<file path="config.mk">
export PLATFORM = sky130hd
export DESIGN_NAME = arj_result_regs
export DESIGN_NICKNAME = d
export VERILOG_FILES = /design/src/include/arj_pkg.sv /design/src/core/arj_format.sv /design/src/core/arj_result_regs.sv
export SDC_FILE = /design/constraint.sdc
export NUM_CORES = 1
export LEC_CHECK = 0
export ABC_AREA = 1
export BUFFER_PORTS_ARGS = -buffer_cell sky130_fd_sc_hd__clkbuf_2
export CORE_MARGIN = 1
export CORE_UTILIZATION = 40
export CTS_BUF_LIST = sky130_fd_sc_hd__clkbuf_8
export DETAILED_ROUTE_END_ITERATION = 8
export PLACE_DENSITY_LB_ADDON = 0.12
export SYNTH_ARGS = -nofsm -noshare
export SYNTH_HDL_FRONTEND = slang
export SYNTH_HIERARCHICAL = 1
export SYNTH_SLANG_ARGS = --single-unit
</file>
<file path="constraint.sdc">
create_clock -name CLK -period 3 [get_ports CLK]
set_clock_uncertainty 0.15 [all_clocks]
set_input_delay 0.3 -clock CLK [delete_from_list [all_inputs] [get_ports CLK]]
set_output_delay 0.3 -clock CLK [all_outputs]
set_load 0.02 [all_outputs]
</file>
<file path="src/include/arj_pkg.sv">
// Package with constants and carrier types for the result-register block
//==========================================================================
package arj_pkg;
    //======================================================================
    // Widths
    localparam int RES_W = 10;
    localparam int REG_W = 8;
    localparam int ADDR_W = 12;
    //======================================================================
    // Byte offsets of the registers
    localparam logic [11:0] OFS_RESULT_HIGH = 12'h000;
    localparam logic [11:0] OFS_RESULT_LOW = 12'h004;
    localparam logic [11:0] OFS_CONTROL = 12'h008;
    localparam logic [11:0] OFS_STATUS = 12'h00C;
    //======================================================================
    // Field positions
    localparam int CTL_JUSTIFY_BIT = 0;
    localparam int CTL_GO_BIT = 1;
    localparam int STS_BUSY_BIT = 0;
    localparam int HIGH_FIELD_LSB = 0;
    localparam int HIGH_FIELD_W = 2;
    //======================================================================
    // Reset values
    localparam logic CTL_JUSTIFY_RST = 1'b0;
    localparam logic BUSY_RST = 1'b0;
    //======================================================================
    // Result pair carried together
    typedef struct packed {
        logic [REG_W-1:0] high;
        logic [REG_W-1:0] low;
    } arj_pair_t;
    // Completion event towards the result store
    typedef struct packed {
        logic done;
        logic [RES_W-1:0] code;
    } arj_done_t;
endpackage : arj_pkg

</file>
<file path="src/core/arj_format.sv">
// Combinational formatting of a 10-bit code into the register pair
module arj_format
(
    input wire logic right_sel,
    input wire logic [arj_pkg::RES_W-1:0] code,
    output arj_pkg::arj_pair_t pair
);
    //======================================================================
    // Justification mux
    always_comb
    begin
        if (right_sel)
        begin
            // Right format: top bits low in high reg, upper six zero
            pair.high = {6'h00, code[9:8]};
            pair.low = code[7:0];
        end
        else
        begin
            // Left format: code high, low bits at top of low reg
            pair.high = code[9:2];
            pair.low = {code[1:0], 6'h00};
        end
    end
endmodule : arj_format

</file>
<file path="src/core/arj_result_regs.sv">
// Result registers with APB access and conversion-complete loading
//
// Register access over APB and the address map were chosen for this implementation.
module arj_result_regs
(
    input wire logic CLK,
    input wire logic NRST,
    input wire logic NPOR,
    input wire logic PSEL,
    input wire logic PENABLE,
    input wire logic PWRITE,
    input wire logic [arj_pkg::ADDR_W-1:0] PADDR,
    input wire logic [31:0] PWDATA,
    output logic [31:0] PRDATA,
    output logic PREADY,
    output logic PSLVERR,
    input wire logic CONV_DONE,
    input wire logic [arj_pkg::RES_W-1:0] CONVERSION_RESULT,
    output logic JUSTIFY_SELECT,
    output logic CONV_START,
    output logic CONV_BUSY
);
    //======================================================================
    // State
    logic [7:0] result_high_reg; // Kept across ordinary resets
    logic [7:0] result_high_next;
    logic [7:0] result_low_reg;
    logic [7:0] result_low_next;
    logic justify_reg; // 1 selects right format
    logic justify_next;
    logic busy_reg; // Conversion in progress
    logic busy_next;
    logic start_reg; // One-cycle start pulse
    logic start_next;
    // Bus answer state
    logic [31:0] rdata_reg;
    logic [31:0] rdata_next;
    logic err_reg;
    logic err_next;
    // Links to the formatter
    arj_pkg::arj_pair_t fmt_pair;
    arj_pkg::arj_done_t done_evt;
    logic wr_acc; // Write taken this edge
    logic rd_acc; // Read data captured this edge (setup phase)
    logic wr_high; // Software write to the high result word
    logic wr_low; // Software write to the low result word
    logic wr_ctl; // Software write to the control word

    //======================================================================
    // Address decode, used for both read and write
    function automatic logic is_mapped(input logic [arj_pkg::ADDR_W-1:0] a);
        is_mapped = (a == arj_pkg::OFS_RESULT_HIGH) || (a == arj_pkg::OFS_RESULT_LOW)
            || (a == arj_pkg::OFS_CONTROL) || (a == arj_pkg::OFS_STATUS);
    endfunction : is_mapped

    //======================================================================
    // Completion event from the converter
    // The strobe and the code travel together as one carrier
    assign done_evt.done = CONV_DONE;
    // Full 10-bit unsigned code, 1024 steps
    assign done_evt.code = CONVERSION_RESULT;

    //======================================================================
    // Bus strobes
    // A write lands at the access edge; PREADY is always high
    assign wr_acc = PSEL && PENABLE && PWRITE;
    // Read data is sampled at the setup edge and stands through access
    assign rd_acc = PSEL && !PWRITE && !PENABLE;
    // Per-register write strobes
    assign wr_high = wr_acc && (PADDR == arj_pkg::OFS_RESULT_HIGH);
    assign wr_low = wr_acc && (PADDR == arj_pkg::OFS_RESULT_LOW);
    assign wr_ctl = wr_acc && (PADDR == arj_pkg::OFS_CONTROL);

    //======================================================================
    // Formatter instance
    // Justification is taken from the register as it stands at the load edge
    arj_format u_fmt
    (
        .right_sel(justify_reg),
        .code(done_evt.code),
        .pair(fmt_pair)
    );

    //======================================================================
    // Result register next values
    always_comb
    begin
        result_high_next = result_high_reg;
        result_low_next = result_low_reg;
        if (done_evt.done)
        begin
            // Both halves in the same cycle; hardware load wins
            result_high_next = fmt_pair.high;
            result_low_next = fmt_pair.low;
        end
        else if (wr_high)
        begin
            // Software write to the high word; only the low byte is kept
            result_high_next = PWDATA[7:0];
        end
        else if (wr_low)
        begin
            // Software write to the low word; only the low byte is kept
            result_low_next = PWDATA[7:0];
        end
        else
        begin
            // Nothing to do: both words keep their value
            result_high_next = result_high_reg;
            result_low_next = result_low_reg;
        end
    end

    // Result registers: only power reset touches them
    // Ordinary reset is left out of this sensitivity list on purpose
    always_ff @(posedge CLK or negedge NPOR)
    begin
        if (!NPOR)
        begin
            // Power-on or brown-out: contents undefined, zero stands in
            result_high_reg <= 8'h00;
            result_low_reg <= 8'h00;
        end
        else
        begin
            // Load, software write or hold
            result_high_reg <= result_high_next;
            result_low_reg <= result_low_next;
        end
    end

    //======================================================================
    // Control and status next values
    always_comb
    begin
        // Hold by default
        justify_next = justify_reg;
        busy_next = busy_reg;
        // Start is a pulse: low unless a go is taken
        start_next = 1'b0;
        if (wr_ctl)
        begin
            // Format select is plain read/write state
            justify_next = PWDATA[arj_pkg::CTL_JUSTIFY_BIT];
            // A second go while busy is ignored
            if (PWDATA[arj_pkg::CTL_GO_BIT] && !busy_reg)
            begin
                // Caller has waited acquisition time already
                busy_next = 1'b1;
                start_next = 1'b1;
            end
        end
        if (done_evt.done)
        begin
            // Completion ends the conversion and drops the busy flag
            busy_next = 1'b0;
        end
    end

    // Control registers
    always_ff @(posedge CLK or negedge NRST)
    begin
        if (!NRST)
        begin
            // Ordinary reset: left format, idle, no start
            justify_reg <= arj_pkg::CTL_JUSTIFY_RST;
            busy_reg <= arj_pkg::BUSY_RST;
            start_reg <= 1'b0;
        end
        else
        begin
            // Register the computed control values
            justify_reg <= justify_next;
            busy_reg <= busy_next;
            start_reg <= start_next;
        end
    end

    //======================================================================
    // Read data captured in setup phase
    always_comb
    begin
        // Defaults: read data holds, error drops after one access
        rdata_next = rdata_reg;
        err_next = 1'b0;
        if (PSEL && !PENABLE)
        begin
            // Setup phase: flag an unmapped address for the access phase
            err_next = !is_mapped(PADDR);
            // Writes and unmapped reads return zero
            rdata_next = 32'h0000_0000;
        end
        if (rd_acc)
        begin
            // Setup of a read: pick the addressed word
            case (PADDR)
                arj_pkg::OFS_RESULT_HIGH: rdata_next = {24'h000000, result_high_reg};
                arj_pkg::OFS_RESULT_LOW: rdata_next = {24'h000000, result_low_reg};
                arj_pkg::OFS_CONTROL: rdata_next = {31'h00000000, justify_reg};
                arj_pkg::OFS_STATUS: rdata_next = {31'h00000000, busy_reg};
                default: rdata_next = 32'h0000_0000;
            endcase
        end
    end

    // Read data registers
    always_ff @(posedge CLK or negedge NRST)
    begin
        if (!NRST)
        begin
            // Ordinary reset clears the bus answer
            rdata_reg <= 32'h0000_0000;
            err_reg <= 1'b0;
        end
        else
        begin
            // Register the bus answer
            rdata_reg <= rdata_next;
            err_reg <= err_next;
        end
    end

    //======================================================================
    // Outputs
    // Bus answer: zero wait states, error only in the access phase
    assign PRDATA = rdata_reg; // Stands from setup edge to next setup
    assign PREADY = 1'b1; // No wait states
    assign PSLVERR = PSEL && PENABLE && err_reg;
    // Converter side
    assign JUSTIFY_SELECT = justify_reg;
    assign CONV_START = start_reg;
    assign CONV_BUSY = busy_reg;
endmodule : arj_result_regs

</file>
==> qor.yml <==
outcome: "finished clean"
grt_max_degree: 21
tns_ps: 0
start_kind: "register"
maxCapViolCount: 0
remaining_drc_errors: 0
cts_tree: "done"
num_io_pins: 98
fillers: 484
mostFrequentLayoutCell: "nand2_1"
cts_max_path_buffers: 2
cpPeakStageDelay_ps: 730
ys_warn_count: 6
powerDensity_nw_per_um2: 393
antenna_cells: 0
p_sw_w: 0.000224
end_kind: "primary output"
max_freq_ghz: 0.579
dp.cells: 363
whs_path_depth: 3
die_y_um: 71.5
h-tree-depth: 1
rsz0062_at_grt: "false"
min-delay-start: "PWDATA[0]"
fin_area_sq_um: 2140
rrSetupSlack_ps: 1420
p_leak_nw: 1.33
clk_pin_slew_worst_paths_ps: 100
regToRegEndpoint: "result_low_reg[7]"
min_to: "JUSTIFY_SELECT"
final_cell_mix: "nand2_1 (115), clkbuf_2 (48), dfrtp_1 (28)"
ys_seq_elements: 28
place_area_sq_um: 2050
peakVddDrop_mv: 0.169
grt_remaining_overflow: 0
areaGrowthSynthToFinish_pct: 11.2
netlist_area_sq_um: 1930
crit_type: "reg2out"
seqPwrFrac_pct: 48.2
ys_seq_area_share_pct: 36.3
fin_cells: 369
dp_hpwl_um: 2860
fin_crit_sh_pct: 57.6
rr_startpoint: "JUSTIFY_SELECT"
die_area_sq_um: 5110
slew_headroom_pct: 60.6
hold_viol_final: 0
rows: 24
wl_per_cell_um: 9.65
syn_inst: 272
track_usage_pct: 16.0
drv_slew: 0
setup_viol: 0
io_buffers: 48
netSwitchingFraction_pct: 26.6
vias: 1584
postCtsSetupBuffers: 0
hold_ws_ps: 114
cts.sinks: 28
nNetsFinal: 379
cpMaxStageDelayCell: "dfrtp_1"
finalCoreUtilization_pct: 47.6
reg2reg_depth: 7
drtIter0Drc: 30
period_needed_ps: 1730
crit_chain: "clkbuf_2"
p_int_w: 0.000619
initial_core_util_pct: 42.8
layout-drive-gt1-share_pct: 21.5
core_area_sq_um: 4500
tightestPinTransition_ps: 592
crit_fanout: 20
drt-pass1-iter-count: 4
power_frac_clock_pct: 35.5
clock_latency_ps: 270
grt_pass1_vias: 1470
place_congestion: 0.742
antenna_found_initial: 0
setup.worst_path.start: "JUSTIFY_SELECT"
synth_cell_types: 28
hold_path.class: "in2reg"
viasPerCell: 4.29
drtAntennaViolNets: 0
critPathTopFamily: "flip-flops"
ctsResizeCount: 0
cts_root_buf: "clkbuf_8"
cp.arrival_ps: 1280
pwr-share-comb_pct: 16.4
dieWidth_um: 71.5
cp_data_required_time_ps: 2550
grt_pass1_wl_um: 6500
cts_buffers: 3
syn_avg_cell_area_sq_um: 7.09
path_buf_inv: 1
wl_um: 3560
==> repair_timing <==
action	4_1_cts	5_1_grt
endpoints found under the setup margin	0	0
hold buffers	2	0
endpoints found under the hold margin	28	0
==> synthesized netlist by cell type (all sizes together) <==
cell,count,area [sq um]
buf,30,250
dfrtp,28,701
nand3,24,138
clkinv,1,3.75
inv,27,101
and3,2,13.8
a21oi,2,10.0
nor2,18,115
nand2,119,467
o21ai,15,82.6
clkbuf,2,17.5
conb,2,7.51
nand4,1,6.26
nor3,1,16.3
==> per-layer routing <==
layer  vias up  wire [um]  GRT usage, %
li1        870          -             -
met1       655       1780          21.8
met2        55       1540          26.5
met3         4        181          1.41
met4         0         57          6.54
met5         -          0             0
==> metrics by stage <==
step / power, W / worst slack (ps)
6_report: 0.000844 / 1270
5_1_grt: 0.000895 / 1160
4_1_cts: 0.000852 / 1260
3_5_place_dp: 0.000551 / 1360
3_3_place_gp: 0.000549 / 1370
2_1_floorplan: 0.000532 / 1640
==> power by group through the flow <==
stage	Combinational (W)	Sequential [W]	Clock, W
after floorplan	0.000120	0.000412	0
after global placement	0.000136	0.000413	0
after detailed placement	0.000137	0.000414	0
after CTS	0.000139	0.000406	0.000306
after global routing	0.000160	0.000409	0.000326
final	0.000138	0.000406	0.000299
==> cells by family (layout without fill, tap and decap cells) <==
group                  count (synthesis)  after routing  synth area share (%)
buffers and inverters                 60             82                  19.3
DFF                                   28             28                  36.3
other                                  2             25                 0.389
and+or+nand+nor                      165            165                  39.2
AOI/OAI and AO/OA                     17             17                  4.80
==> how the worst max path moves through the flow <==
stage                              endpoint  slack (ps)  cells past startpoint
final                        JUSTIFY_SELECT        1270                      1
after detailed placement          PRDATA[1]        1360                      8
after CTS                    JUSTIFY_SELECT        1260                      1
after global placement            PRDATA[3]        1370                      8
after global routing         JUSTIFY_SELECT        1160                      1
after floorplan           result_low_reg[2]        1640                      7
==> layout make-up <==
| type | count | area [sq um] | share of cell area (%) |
|---|---|---|---|
| timing repair buffer | 50 | 260 | 12.1 |
| clock inverter | 1 | 30.0 | 1.40 |
| multi-input combinational | 207 | 942 | 43.9 |
| sequential | 28 | 701 | 32.7 |
| clock buffer | 3 | 41.3 | 1.93 |
| tap | 52 | 65.1 | 3.03 |
| inverter | 28 | 105 | 4.90 |
Note: power is estimated with default switching activity, not from simulation.
